**src/rtl/tlih_pkg.sv**
```systemverilog
// Purpose: Constants and types for the two-level interrupt handler.
// Assumes: APB byte addresses, 32-bit data, one aligned word per register.
// Notes:   Source index 0..12 is also the fixed tie-break order.
package tlih_pkg;

  localparam int NSRC = 13;

  // Register byte offsets
  localparam logic [7:0] OFF_EN_PRI  = 8'h00;
  localparam logic [7:0] OFF_EN_EXT  = 8'h04;
  localparam logic [7:0] OFF_LVL_PRI = 8'h08;
  localparam logic [7:0] OFF_LVL_EXT = 8'h0C;
  localparam logic [7:0] OFF_PEND    = 8'h10;
  localparam logic [7:0] OFF_PINCFG  = 8'h14;
  localparam logic [7:0] OFF_STATUS  = 8'h18;

  // Field positions
  localparam int GLOB_BIT = 7;
  localparam int PRI_SRCS = 7;
  localparam int POL0_BIT = 0;
  localparam int POL1_BIT = 1;
  localparam int SNS0_BIT = 2;
  localparam int SNS1_BIT = 3;
  localparam int ST_REQ   = 0;
  localparam int ST_INSVC = 1;
  localparam int ST_LVL   = 3;
  localparam int ST_SRC   = 4;
  localparam int ST_HOLD  = 8;

  // Bit positions of sources 7..12 in the extended enable/level registers
  localparam logic [17:0] EXT_POS = {3'h7, 3'h5, 3'h4, 3'h3, 3'h2, 3'h0};

  // External request lanes
  localparam int EXT0_SRC = 0;
  localparam int EXT1_SRC = 2;

  // Reset values
  localparam logic [NSRC-1:0] RST_VEC = 13'h0000;
  localparam logic [3:0]      RST_CFG = 4'h0;

  // Sources whose flag is cleared by hardware on vectoring
  localparam logic [NSRC-1:0] HW_CLR_MASK = 13'h000F;

  // Vector = base + 8 * order; orders 8 and 13 are skipped
  localparam logic [15:0] VEC_BASE  = 16'h0003;
  localparam logic [51:0] SRC_ORDER = {4'hE, 4'hC, 4'hB, 4'hA, 4'h9,
                                       4'h7, 4'h6, 4'h5, 4'h4, 4'h3,
                                       4'h2, 4'h1, 4'h0};

  typedef struct packed {
    logic [15:0] vector;
    logic        level;
    logic [3:0]  src;
  } tlih_call_t;

endpackage

```
**src/rtl/tlih_handler.sv**
```systemverilog
// Purpose: Two-level interrupt handler with APB register access.
// Assumes: CPU sequencer pulses instr_done and ret_done on pclk.
// Notes:   External request pins are asynchronous and synchronised here.
`timescale 1ns/100ps

// Contract
// Thirteen sources, each with a software-visible pending flag.
// A valid source event sets its flag, enabled or not.
// Enabled pending flag raises a request; call taken at instruction end.
// Disabled source with pending flag raises no request.
// Global enable low blocks every source.
// Per-source enables count only while global enable is high.
// Request latched before global clear may still go if next instr short.
// Global clear followed by multi-cycle instruction takes no interrupt.
// Some flags cleared by hardware on vectoring, others by software.
// Flag still set after return re-requests after one more instruction.
// Software writing one to a pending flag acts as a real request; level-mode external flags (sources 0, 2) ignore the write.
// Return resumes the interrupted program; routines end with return.
// Each external line has sense (1 edge) and polarity (1 high) bits.
// External inputs only monitor their pins, never drive them.
// Edge-mode external flag is cleared by hardware on vectoring.
// Level-mode external flag follows the active input level.
// Level requester holds line until recognised, drops before return.
// Each source has a priority bit; low after reset.
// High preempts low routine; nothing preempts a high routine.
// Higher level first; within a level lowest index wins.
// Requests sampled and decoded every clock cycle.
// Equal or lower request waits for return plus one instruction.
// One in-service marker per level, set on vector, cleared on return.
// Edge detect compares successive synchronised samples.
module tlih_handler
  import tlih_pkg::*;
(
  // Clock and reset
  input  wire logic            pclk,
  input  wire logic            presetn,
  // APB slave
  input  wire logic            psel,
  input  wire logic            penable,
  input  wire logic            pwrite,
  input  wire logic [7:0]      paddr,
  input  wire logic [31:0]     pwdata,
  output logic                 pready,
  output logic [31:0]          prdata,
  output logic                 pslverr,
  // Interrupt sources
  input  wire logic [NSRC-1:0] periph_event,
  input  wire logic [1:0]      ext_request_pin,
  // CPU sequencer
  input  wire logic            instr_done,
  input  wire logic            ret_done,
  output logic                 call_strobe,
  output tlih_call_t           call_info,
  output logic                 irq_request,
  output logic [1:0]           in_service
);

  function automatic logic hit(input logic [7:0] a, input logic [7:0] off);
    return a == off;
  endfunction

  // Lowest set index, with valid flag on top
  function automatic logic [4:0] first_set(input logic [NSRC-1:0] v);
    logic [4:0] r;
    r = 5'h00;
    for (int i = NSRC - 1; i >= 0; i--) begin
      if (v[i]) begin
        r = {1'b1, 4'(i)};
      end
    end
    return r;
  endfunction

  function automatic logic [7:0] ext_pack(input logic [NSRC-1:0] v);
    logic [7:0] r;
    r = 8'h00;
    for (int i = 0; i < NSRC - PRI_SRCS; i++) begin
      r[EXT_POS[i*3 +: 3]] = v[PRI_SRCS + i];
    end
    return r;
  endfunction

  function automatic logic [NSRC-PRI_SRCS-1:0] ext_unpack(
    input logic [7:0] d);
    logic [NSRC-PRI_SRCS-1:0] r;
    r = '0;
    for (int i = 0; i < NSRC - PRI_SRCS; i++) begin
      r[i] = d[EXT_POS[i*3 +: 3]];
    end
    return r;
  endfunction

  logic            ge_reg;
  logic [NSRC-1:0] en_reg;
  logic [NSRC-1:0] lvl_reg;
  logic [NSRC-1:0] pend_reg;
  logic [NSRC-1:0] pend_next;
  logic [3:0]      cfg_reg;
  logic [1:0]      pin_s1_reg;
  logic [1:0]      pin_s2_reg;
  logic [1:0]      act_prev_reg;
  logic [3:0]      win_src_reg;
  logic            win_lvl_reg;
  logic            hold_reg;

  // APB decode: one wait state, access completes while pready is high
  wire acc     = psel & penable & pready;
  wire wr      = acc & pwrite;
  wire wr_enp  = wr & hit(paddr, OFF_EN_PRI);
  wire wr_enx  = wr & hit(paddr, OFF_EN_EXT);
  wire wr_lvp  = wr & hit(paddr, OFF_LVL_PRI);
  wire wr_lvx  = wr & hit(paddr, OFF_LVL_EXT);
  wire wr_pend = wr & hit(paddr, OFF_PEND);
  wire wr_cfg  = wr & hit(paddr, OFF_PINCFG);
  wire mapped  = hit(paddr, OFF_EN_PRI) | hit(paddr, OFF_EN_EXT)
               | hit(paddr, OFF_LVL_PRI) | hit(paddr, OFF_LVL_EXT)
               | hit(paddr, OFF_PEND) | hit(paddr, OFF_PINCFG)
               | hit(paddr, OFF_STATUS);

  wire [31:0] st_word = {23'h000000, hold_reg, win_src_reg, win_lvl_reg,
                         in_service, irq_request};
  wire [31:0] rd_val =
      hit(paddr, OFF_EN_PRI)  ? {24'h000000, ge_reg, en_reg[PRI_SRCS-1:0]} :
      hit(paddr, OFF_EN_EXT)  ? {24'h000000, ext_pack(en_reg)} :
      hit(paddr, OFF_LVL_PRI) ? {25'h0000000, lvl_reg[PRI_SRCS-1:0]} :
      hit(paddr, OFF_LVL_EXT) ? {24'h000000, ext_pack(lvl_reg)} :
      hit(paddr, OFF_PEND)    ? {19'h00000, pend_reg} :
      hit(paddr, OFF_PINCFG)  ? {28'h0000000, cfg_reg} :
      hit(paddr, OFF_STATUS)  ? st_word : 32'h00000000;

  // External pins: sense and polarity per lane
  wire [1:0] pol = {cfg_reg[POL1_BIT], cfg_reg[POL0_BIT]};
  wire [1:0] sns = {cfg_reg[SNS1_BIT], cfg_reg[SNS0_BIT]};
  wire [1:0] act = ~(pin_s2_reg ^ pol);
  wire [1:0] ext_edge = act & ~act_prev_reg & sns;

  wire [NSRC-1:0] ext_set = (NSRC'(ext_edge[0]) << EXT0_SRC)
                          | (NSRC'(ext_edge[1]) << EXT1_SRC);
  // Logical not keeps the operand one bit wide ahead of the size cast
  wire [NSRC-1:0] lvl_mask = (NSRC'(!sns[0]) << EXT0_SRC)
                           | (NSRC'(!sns[1]) << EXT1_SRC);
  wire [NSRC-1:0] lvl_val = (NSRC'(act[0]) << EXT0_SRC)
                          | (NSRC'(act[1]) << EXT1_SRC);

  // Arbitration, evaluated every cycle
  wire [NSRC-1:0] cand    = pend_reg & en_reg & {NSRC{ge_reg}};
  wire [NSRC-1:0] cand_hi = cand & lvl_reg;
  wire [NSRC-1:0] cand_lo = cand & ~lvl_reg;
  wire [4:0]      pick_hi = first_set(cand_hi);
  wire [4:0]      pick_lo = first_set(cand_lo);
  wire hi_ok = pick_hi[4] & ~in_service[1];
  wire lo_ok = pick_lo[4] & (in_service == 2'b00);
  wire take  = instr_done & irq_request & ~hold_reg;
  wire req_next = (hi_ok | lo_ok) & ~take;
  wire [3:0] src_next = hi_ok ? pick_hi[3:0] : pick_lo[3:0];

  wire [NSRC-1:0] win_hot = NSRC'(1) << win_src_reg;
  wire [NSRC-1:0] hw_clr  = take ? (HW_CLR_MASK & win_hot & ~lvl_mask)
                                 : RST_VEC;
  wire [3:0]  order  = SRC_ORDER[win_src_reg*4 +: 4];
  wire [15:0] vector = VEC_BASE + {9'h000, order, 3'h0};

  // Pending flags: event set wins over any clear; level-mode external lanes follow the input
  genvar gi;
  generate
    for (gi = 0; gi < NSRC; gi++) begin : g_pend
      wire base = wr_pend ? pwdata[gi] : pend_reg[gi];
      wire set  = periph_event[gi] | ext_set[gi];
      assign pend_next[gi] = lvl_mask[gi] ? lvl_val[gi]
                           : ((base & ~hw_clr[gi]) | set);
    end
  endgenerate

  always_ff @(posedge pclk or negedge presetn) begin
    if (!presetn) begin
      pready  <= 1'b0;
      prdata  <= 32'h00000000;
      pslverr <= 1'b0;
    end else begin
      pready  <= psel & penable & ~pready;
      prdata  <= (psel & penable & ~pready & ~pwrite) ? rd_val : prdata;
      pslverr <= psel & penable & ~pready & ~mapped;
    end
  end

  always_ff @(posedge pclk or negedge presetn) begin
    if (!presetn) begin
      ge_reg  <= 1'b0;
      en_reg  <= RST_VEC;
      lvl_reg <= RST_VEC;
      cfg_reg <= RST_CFG;
    end else begin
      if (wr_enp) begin
        ge_reg               <= pwdata[GLOB_BIT];
        en_reg[PRI_SRCS-1:0] <= pwdata[PRI_SRCS-1:0];
      end
      if (wr_enx) begin
        en_reg[NSRC-1:PRI_SRCS] <= ext_unpack(pwdata[7:0]);
      end
      if (wr_lvp) begin
        lvl_reg[PRI_SRCS-1:0] <= pwdata[PRI_SRCS-1:0];
      end
      if (wr_lvx) begin
        lvl_reg[NSRC-1:PRI_SRCS] <= ext_unpack(pwdata[7:0]);
      end
      if (wr_cfg) begin
        cfg_reg <= pwdata[3:0];
      end
    end
  end

  // Pins are only sampled, so a shared port function is undisturbed
  always_ff @(posedge pclk or negedge presetn) begin
    if (!presetn) begin
      // Idle level under the reset polarity: no false flag after reset
      pin_s1_reg   <= ~{RST_CFG[POL1_BIT], RST_CFG[POL0_BIT]};
      pin_s2_reg   <= ~{RST_CFG[POL1_BIT], RST_CFG[POL0_BIT]};
      act_prev_reg <= 2'b00;
    end else begin
      pin_s1_reg   <= ext_request_pin;
      pin_s2_reg   <= pin_s1_reg;
      act_prev_reg <= act;
    end
  end

  always_ff @(posedge pclk or negedge presetn) begin
    if (!presetn) begin
      pend_reg <= RST_VEC;
    end else begin
      pend_reg <= pend_next;
    end
  end

  // Request latched from the enables of the previous cycle, so a clear
  // of the global enable still lets a boundary in the next cycle take it
  always_ff @(posedge pclk or negedge presetn) begin
    if (!presetn) begin
      irq_request <= 1'b0;
      win_src_reg <= 4'h0;
      win_lvl_reg <= 1'b0;
    end else begin
      irq_request <= req_next;
      win_src_reg <= src_next;
      win_lvl_reg <= hi_ok;
    end
  end

  // Return blocks the very next boundary, then the next request goes
  always_ff @(posedge pclk or negedge presetn) begin
    if (!presetn) begin
      hold_reg <= 1'b0;
    end else if (ret_done) begin
      hold_reg <= 1'b1;
    end else if (instr_done) begin
      hold_reg <= 1'b0;
    end
  end

  always_ff @(posedge pclk or negedge presetn) begin
    if (!presetn) begin
      in_service <= 2'b00;
    end else if (take) begin
      in_service[win_lvl_reg] <= 1'b1;
    end else if (ret_done) begin
      if (in_service[1]) begin
        in_service[1] <= 1'b0;
      end else begin
        in_service[0] <= 1'b0;
      end
    end
  end

  always_ff @(posedge pclk or negedge presetn) begin
    if (!presetn) begin
      call_strobe <= 1'b0;
      call_info   <= '0;
    end else begin
      call_strobe <= take;
      if (take) begin
        call_info <= '{vector: vector, level: win_lvl_reg,
                       src: win_src_reg};
      end
    end
  end

  a_global_gate:
  assert property (@(posedge pclk) disable iff (!presetn)
    !ge_reg |=> !irq_request)
  else $error("request raised with global enable low");

  a_masked_quiet:
  assert property (@(posedge pclk) disable iff (!presetn)
    ((pend_reg & en_reg) == RST_VEC) |=> !irq_request)
  else $error("request raised for disabled source");

  a_request_raised:
  assert property (@(posedge pclk) disable iff (!presetn)
    (ge_reg && (pend_reg & en_reg) != RST_VEC && in_service == 2'b00
     && !take) |=> irq_request)
  else $error("enabled pending flag raised no request");

  a_clear_multi:
  assert property (@(posedge pclk) disable iff (!presetn)
    $fell(ge_reg) && !instr_done |=> !take)
  else $error("interrupt taken after global clear");

  a_event_sets:
  assert property (@(posedge pclk) disable iff (!presetn)
    periph_event[1] |=> pend_reg[1])
  else $error("source event did not set pending flag");

  a_soft_request:
  assert property (@(posedge pclk) disable iff (!presetn)
    wr_pend && ((pwdata[NSRC-1:0] & en_reg & ~lvl_mask) != RST_VEC)
    && ge_reg && in_service == 2'b00 && !take
    |=> ##1 (irq_request || call_strobe))
  else $error("software set did not request");

  a_edge_clear:
  assert property (@(posedge pclk) disable iff (!presetn)
    take && win_src_reg == 4'(EXT0_SRC) && sns[0] && !ext_edge[0]
    && !periph_event[EXT0_SRC] |=> !pend_reg[EXT0_SRC])
  else $error("edge flag not cleared on vectoring");

  a_level_follow:
  assert property (@(posedge pclk) disable iff (!presetn)
    !sns[1] && $stable(cfg_reg) |=> pend_reg[EXT1_SRC] == $past(act[1]))
  else $error("level flag does not follow input");

  a_no_preempt_hi:
  assert property (@(posedge pclk) disable iff (!presetn)
    in_service[1] |-> !take)
  else $error("high routine preempted");

  a_return_wait:
  assert property (@(posedge pclk) disable iff (!presetn)
    ret_done ##1 instr_done |-> !take)
  else $error("request taken before one instruction after return");

  a_marker_set:
  assert property (@(posedge pclk) disable iff (!presetn)
    take |=> in_service[$past(win_lvl_reg)] && call_strobe)
  else $error("in-service marker not set on vectoring");

  a_level_order:
  assert property (@(posedge pclk) disable iff (!presetn)
    (cand_hi != RST_VEC) && !in_service[1] |=> win_lvl_reg)
  else $error("low level won over high level");

  a_low_waits:
  assert property (@(posedge pclk) disable iff (!presetn)
    take && in_service != 2'b00 |-> win_lvl_reg)
  else $error("request taken over a routine of equal level");

  a_hw_keep:
  assert property (@(posedge pclk) disable iff (!presetn)
    take && pend_reg[win_src_reg] && !HW_CLR_MASK[win_src_reg] && !wr_pend
    |=> pend_reg[$past(win_src_reg)])
  else $error("software-cleared flag lost on vectoring");

  a_take_drops:
  assert property (@(posedge pclk) disable iff (!presetn)
    take |=> !irq_request)
  else $error("request still raised after vectoring");

  a_call_pulse:
  assert property (@(posedge pclk) disable iff (!presetn)
    call_strobe |=> !call_strobe)
  else $error("call strobe longer than one cycle");

  a_edge_once:
  assert property (@(posedge pclk) disable iff (!presetn)
    ext_edge[0] |=> !ext_edge[0])
  else $error("one pin transition gave two edge events");

  a_level_lane0:
  assert property (@(posedge pclk) disable iff (!presetn)
    !sns[0] |=> pend_reg[EXT0_SRC] == $past(act[0]))
  else $error("lane 0 level flag does not follow input");

endmodule

```
**config.mk**
```make
export PLATFORM = sky130hd
export DESIGN_NAME = tlih_handler
export DESIGN_NICKNAME = d
export VERILOG_FILES = /design/src/rtl/tlih_pkg.sv /design/src/rtl/tlih_handler.sv
export SDC_FILE = /design/constraint.sdc
export NUM_CORES = 1
export LEC_CHECK = 0
export BUFFER_PORTS_ARGS = -buffer_cell sky130_fd_sc_hd__buf_4
export CORE_MARGIN = 5
export CORE_UTILIZATION = 57
export CTS_CLUSTER_SIZE = 40
export DETAILED_ROUTE_END_ITERATION = 6
export PLACE_DENSITY = 0.89
export SLEW_MARGIN = 20
export SYNTH_ARGS = -nofsm -noshare
export SYNTH_HDL_FRONTEND = slang
export SYNTH_SLANG_ARGS = --single-unit
```
**constraint.sdc**
```tcl
create_clock -name pclk -period 3 [get_ports pclk]
set_input_delay 0.15 -clock pclk [delete_from_list [all_inputs] [get_ports pclk]]
set_output_delay 0.15 -clock pclk [all_outputs]
set_load 0.02 [all_outputs]
```
### Yosys cells after proc, flatten, opt, wreduce, memory -nomap -nowiden

Index checks and enable logic that the tools add are counted.

* register bits: 115
* logic and storage cells: 209

* add/subtract/negate cells: 1
* bitwise gates (word level): 98
* shift operators: 2
* $lt $le $gt $ge: 2
* eq/ne operators: 7
* mux-type cells: 68
* reductions and logical operators: 8

Operators with widths (count)
* two-way mux 5 bit: 26
* two-way mux 13 bit: 6
* bitwise AND 13 bit: 4
* indexed part select 52 x 7 -> 4 bit, first input constant: 1
* bitwise AND 1 bit: 30
* two-way mux 1 bit: 30
* equality test 8 x 5 -> 1 bit, second input constant: 3
* bitwise OR 1 bit: 23
* inverter 1 bit: 19
* two-way mux 9 bit: 2
* equality test 8 x 4 -> 1 bit, second input constant: 2
* bitwise AND 4 x 13 -> 13 bit: 1
* inverter 13 bit: 1
* inverter 3 -> 13 bit: 1
* bitwise OR 1 bit, second input constant: 10
* bitwise OR 1 x 3 -> 3 bit: 3
* adder 2 x 7 -> 8 bit, first input constant: 1
* equality test 8 x 3 -> 1 bit, second input constant: 1
* zero test 8 bit: 1
* bitwise AND 2 bit: 2
* two-way mux 2 bit: 2
* two-way mux 4 bit: 1
* inverter 2 bit: 2
* nonzero test 2 bit: 2
* 11 further kinds: 12

### Longest topological paths before layout

* depth after elaboration: 19
* depth in mapped cells: 7

### Least setup slack after synthesis

Ideal clock, no wire load.

* kind: register -> register
* start: register ge_reg
* end: register irq_request
* path buffers: 1
* arrival: 1546 ps
* setup time: 144 ps
* data required time: 2856 ps
* path slack: 1310 ps
* cell stages (with the launch flop): 7
* period minus slack after synthesis: 1690 ps
* cells stage by stage: dfrtp_1 > buf_6 > nand4b_1 > o21ai_1 > or4_1 > o31ai_1 > a21oi_1

* longest elaborated chain between the ends: 18
* elaborated cells between the ends (all ways): 33

RTL lines
* start: declaration: RTL line tlih_handler.sv:93 `logic ge_reg;`
* start signal: assignment: RTL line tlih_handler.sv:194 `ge_reg <= pwdata[GLOB_BIT];`
* bitwise AND 13 bit (*): RTL line tlih_handler.sv:146 `wire [NSRC-1:0] cand = pend_reg & en_reg & {NSRC{ge_reg}};`
* bitwise AND 13 bit, on equally long branches: RTL line tlih_handler.sv:147, tlih_handler.sv:148
* two-way mux 5 bit (13 in series): RTL line tlih_handler.sv:67 `if (v[i]) begin`
* bitwise AND 1 bit, on equally long branches: RTL line tlih_handler.sv:151, tlih_handler.sv:152
* bitwise OR 1 bit (*): RTL line tlih_handler.sv:154 `wire req_next = (hi_ok | lo_ok) & ~take;`
* bitwise AND 1 bit (*): RTL line tlih_handler.sv:154
* named net req_next: RTL line tlih_handler.sv:154
* end signal: assignment: RTL line tlih_handler.sv:242 `irq_request <= req_next;`
* end: declaration: RTL line tlih_handler.sv:54 `output logic irq_request,`

The timed path passes the listed nets; every way through them passes the cells marked *.
A chain may end at the register's enable or synchronous reset.

### Final worst setup path

* start: register pready
* end: register pend_reg[12]

* longest elaborated chain between the ends: 7

RTL lines
* start: declaration: RTL line tlih_handler.sv:43 `output logic pready,`
* start signal: assignment: RTL line tlih_handler.sv:180 `pready <= psel & penable & ~pready;`
* bitwise AND 1 bit: RTL line tlih_handler.sv:107 `wire acc = psel & penable & pready;`
* bitwise AND 1 bit: RTL line tlih_handler.sv:108 `wire wr = acc & pwrite;`
* bitwise AND 1 bit: RTL line tlih_handler.sv:113 `wire wr_pend = wr & hit(paddr, OFF_PEND);`
* two-way mux 1 bit: RTL line tlih_handler.sv:167 `wire base = wr_pend ? pwdata[gi] : pend_reg[gi];`
* bitwise AND 1 bit: RTL line tlih_handler.sv:170 `: ((base & ~hw_clr[gi]) | set);`
* bitwise OR 1 bit: RTL line tlih_handler.sv:170
* two-way mux 1 bit: RTL line tlih_handler.sv:169 `assign pend_next[gi] = lvl_mask[gi] ? lvl_val[gi]`
* named net pend_next[12]: RTL line tlih_handler.sv:97 `logic [NSRC-1:0] pend_next;`
* end signal: assignment: RTL line tlih_handler.sv:230 `pend_reg <= pend_next;`
* end: declaration: RTL line tlih_handler.sv:96 `logic [NSRC-1:0] pend_reg;`

The timed path passes the listed nets, and every way through them passes these cells.

==> summary.md <==
| Metric | Value |
|---|---|
| Outcome | complete, no violations |
| Tightest Pin Transition | 0.961 ns |
| Endpoints failing setup | 0 |
| 1st-pass router iterations | 7 |
| CP startpoint kind | flop |
| First-pass GRT wire length | 19800 um |
| Register-to-Register Setup Slack | 0.51 ns |
| CP max FO | 18 |
| Syn Std Cell Area | 0.00461 mm2 |
| Fin util | a little over two thirds |
| Maximum VDD drop | 255 uV |
| Post-synth EDFFs | 0 |
| Syn avg cell area | about 10 um2 |
| P_leak | ~0.0026 uW |
| Routed WL per cell | slightly below 20 um |
| Pwr/cell area | about 420 mW/mm2 |
| Area grow syn2layout | 19.1% |
| Vias/cell | roughly 6.1 |
| Antenna-violating nets left | 0 |
| Height of the die | about 100 um |
| Hold WC Path Type | input port to flop |
| Distinct cells, synth | a little over 60 |
| CP endpoint kind | flop |
| Max stage delay on crit path | 0.57 ns |
| Xor/xnor share of the synthesized area | less than 1% |
| Cell taking the most area after synthesis | dfrtp_1 |
| CTS Root Buffer Type | clkbuf_8 |
| Count leader, synth | dfrtp_1 |
| Synth top area cells | dfrtp_1, mux2_2, buf_4 |
| Largest family of logic cells by synthesized area | simple AND/OR/NAND/NOR gates |
| Crit-path cells | nand2_1 -> nor2_1 -> and4_1 -> buf_4 -> nor2b_1 -> a211o_1 -> dlygate4sd3_1 |
| Seq/Total Area, Yosys | 46.2% |
| Largest net degree at the start of global routing | 86 |
| DRC errors left | 0 |
| Mux share of post-synthesis cell area | 12.2% |
| Simple-gate portion of the synthesized area | between 10% and 20% |
| Met2 usage in global routing | 41.4% |
| Setup repair after global routing missed its margin | no |
| CTS Buf Count | 9 |
| Clk buf depth | 2 |
| H-tree levels | 3 |
| Gp weighted congestion | ~0.93 |
| Initial antenna violation count | 0 |
| Design Power | ~2300 uW |
| Vias in the first global route | 3863 |
| CTS tree | done |
| Fmax achieved | roughly 400 MHz |
| Min cycle time layout | ~2.5 ns |
| # hold bufs at CTS | 18 |
| Yosys top cell area share | a little over two fifths |
| Io pins | between 100 and 150 |
| Setup TNS | 0 ns |
| Post-synth top cells | dfrtp_1, nand2_1, mux2_2 |
| DIE WIDTH | around 100 um |
| Critical Path AT | 2.73 ns |
| Top FF cell, synth | dfrtp_1 |
| Post-CTS setup buffers | 0 |
| Crit-path slowest cell | dlygate4sd3_1 |
| Total Wirelength | ~12000 um |
| Worst hold stages | 2 |
| GRT Residual Overflow | 0 |
| # nets final | 597 |
| Non-Filler Instances | 639 |
| Required time of the critical path | 3.24 ns |
| I/O Buffers | around 70 |
| Post-Synthesis Cells | 450 |
| Synth Area in Compound Gates | between 10% and 20% |
| Half-perimeter wire length after placement | 8760 um |
| Max-Slew Margin vs Limit | 35.9% |
| Inst Count DP | just over 600 |
| Met3 Use GR | a little under 6% |
| Die area | 0.00999 mm2 |
| Num rows | 32 |
| GRT Total Usage | around a quarter |
| Clk slew on worst S/H paths | 0.09 ns |
| Yosys warnings | 0 |
| Core footprint | a little under 0.008 mm2 |
| Worst Path Class, Setup | flop to flop |
| Period utilisation layout | 83.0% |
| Synth Register Bits | 85 |
| Final Slew Violations | 0 |
| Vias | 3895 |
| R2R depth | 7 |
| Initial core utilization | 59.1% |
| GRT met1 Usage | roughly 33% |
| Max Cap Viol | 0 |
| Async S/R FF share, synth | 100% |
| Clk sink count | 85 |
| Layout cell share with drive strength beyond 1 | between 20 and 25% |
| Skew-Pair Late Insertion Delay | about 0.36 ns |
| Final hold vios | 0 |
| Antenna diodes | 0 |
| Post-cts resize count | 0 |
| Clock Skew | between 0.01 and 0.015 ns |
| Grt peak-use layer | met2 |
| Initial DRC count | about 300 |
| Synth Area in Adders | 0.814% |
## cells by family (layout without fill, tap and decap cells)
logic type,count (synthesis),in the layout
simple gates,145,145
compound gates,97,97
flops,85,85
buf+inv,66,125
mux,51,51
fa+ha+maj,3,3
xor+xnor,2,2
other cells,1,29
## routing by layer
layer	share of wire, %	up-vias
met5	0	-
met3	7.9	39
li1	-	1746
met4	3.0	0
met1	41	1910
met2	48	200
## worst max-delay path, delay by kind of cell, from the launching register on
kind / cells / cell delay [ns]
compound gates: 1 / 0.28
buf+inv: 2 / 0.88
flops: 1 / 0.40
simple gates: 4 / 0.80
## final timing paths
path,end,from
hold reg to reg,pin_s2_reg[1],pin_s1_reg[1]
min in group asynchronous,pend_reg[10],presetn
hold / removal,pend_reg[6],pwdata[6]
max in group asynchronous,pend_reg[2],presetn
setup / recovery,pend_reg[12],pready
setup reg to reg,pend_reg[12],pready
## metrics by stage
stage	hold slack, ns	area (um2)	setup slack [ns]
6_report	0.0160	5500	0.511
5_1_grt	0.0138	5500	0.367
4_1_cts	0.00756	5480	0.553
3_5_place_dp	0.260	5070	0.731
3_3_place_gp	0.258	5070	0.745
2_1_floorplan	-0.146	4720	1.31
## power by group
part	leakage, uW	total [uW]	switching [uW]	internal (uW)
combinational	0.00137	198	122	75.9
clock	0.000120	937	421	516
sequential	0.00110	1170	8.34	1160
total	0.00259	2300	552	1750
## placed cells by master (no fill, tap or decap), types with 2 or more instances in the layout
| cell type | Yosys | routed |
|---|---|---|
| o21ai_0 | 27 | 27 |
| buf_4 | 31 | 73 |
| and2_1 | 2 | 2 |
| nor3_1 | 5 | 5 |
| a211oi_1 | 3 | 3 |
| nor2b_1 | 14 | 14 |
| clkinv_4 | 0 | 2 |
| a211o_1 | 9 | 9 |
| clkbuf_8 | 0 | 11 |
| nand3_1 | 12 | 12 |
| a31oi_1 | 2 | 2 |
| mux2i_1 | 17 | 17 |
| nand4_1 | 15 | 15 |
| a21o_1 | 4 | 4 |
| a21oi_1 | 11 | 11 |
| and4_1 | 3 | 3 |
| nand4b_1 | 9 | 9 |
| and3_1 | 2 | 2 |
| conb_1 | 1 | 29 |
| o32a_1 | 2 | 2 |
| bufinv_16 | 0 | 2 |
| a22o_1 | 7 | 7 |
| mux2_2 | 33 | 33 |
| dlygate4sd3_1 | 0 | 19 |
| ha_1 | 3 | 3 |
| o31ai_1 | 8 | 8 |
| inv_1 | 15 | 15 |
| and4b_1 | 3 | 3 |
| xnor2_1 | 2 | 2 |
| dfrtp_1 | 81 | 81 |
| dfstp_2 | 4 | 4 |
| o22ai_1 | 3 | 3 |
| o211ai_1 | 3 | 3 |
| a311oi_1 | 2 | 2 |
| nand2_1 | 52 | 52 |
| o21bai_1 | 2 | 2 |
| nor2_1 | 20 | 20 |
## area by class of cell
class,count,area [um2]
clock buffer,11,151
tap,102,128
multi-input combinational,327,2190
timing repair buffer,93,749
inverter,16,60.1
clock inverter,5,82.6
fill,606,2310
sequential,85,2130
(Power assumes the default switching activity.)
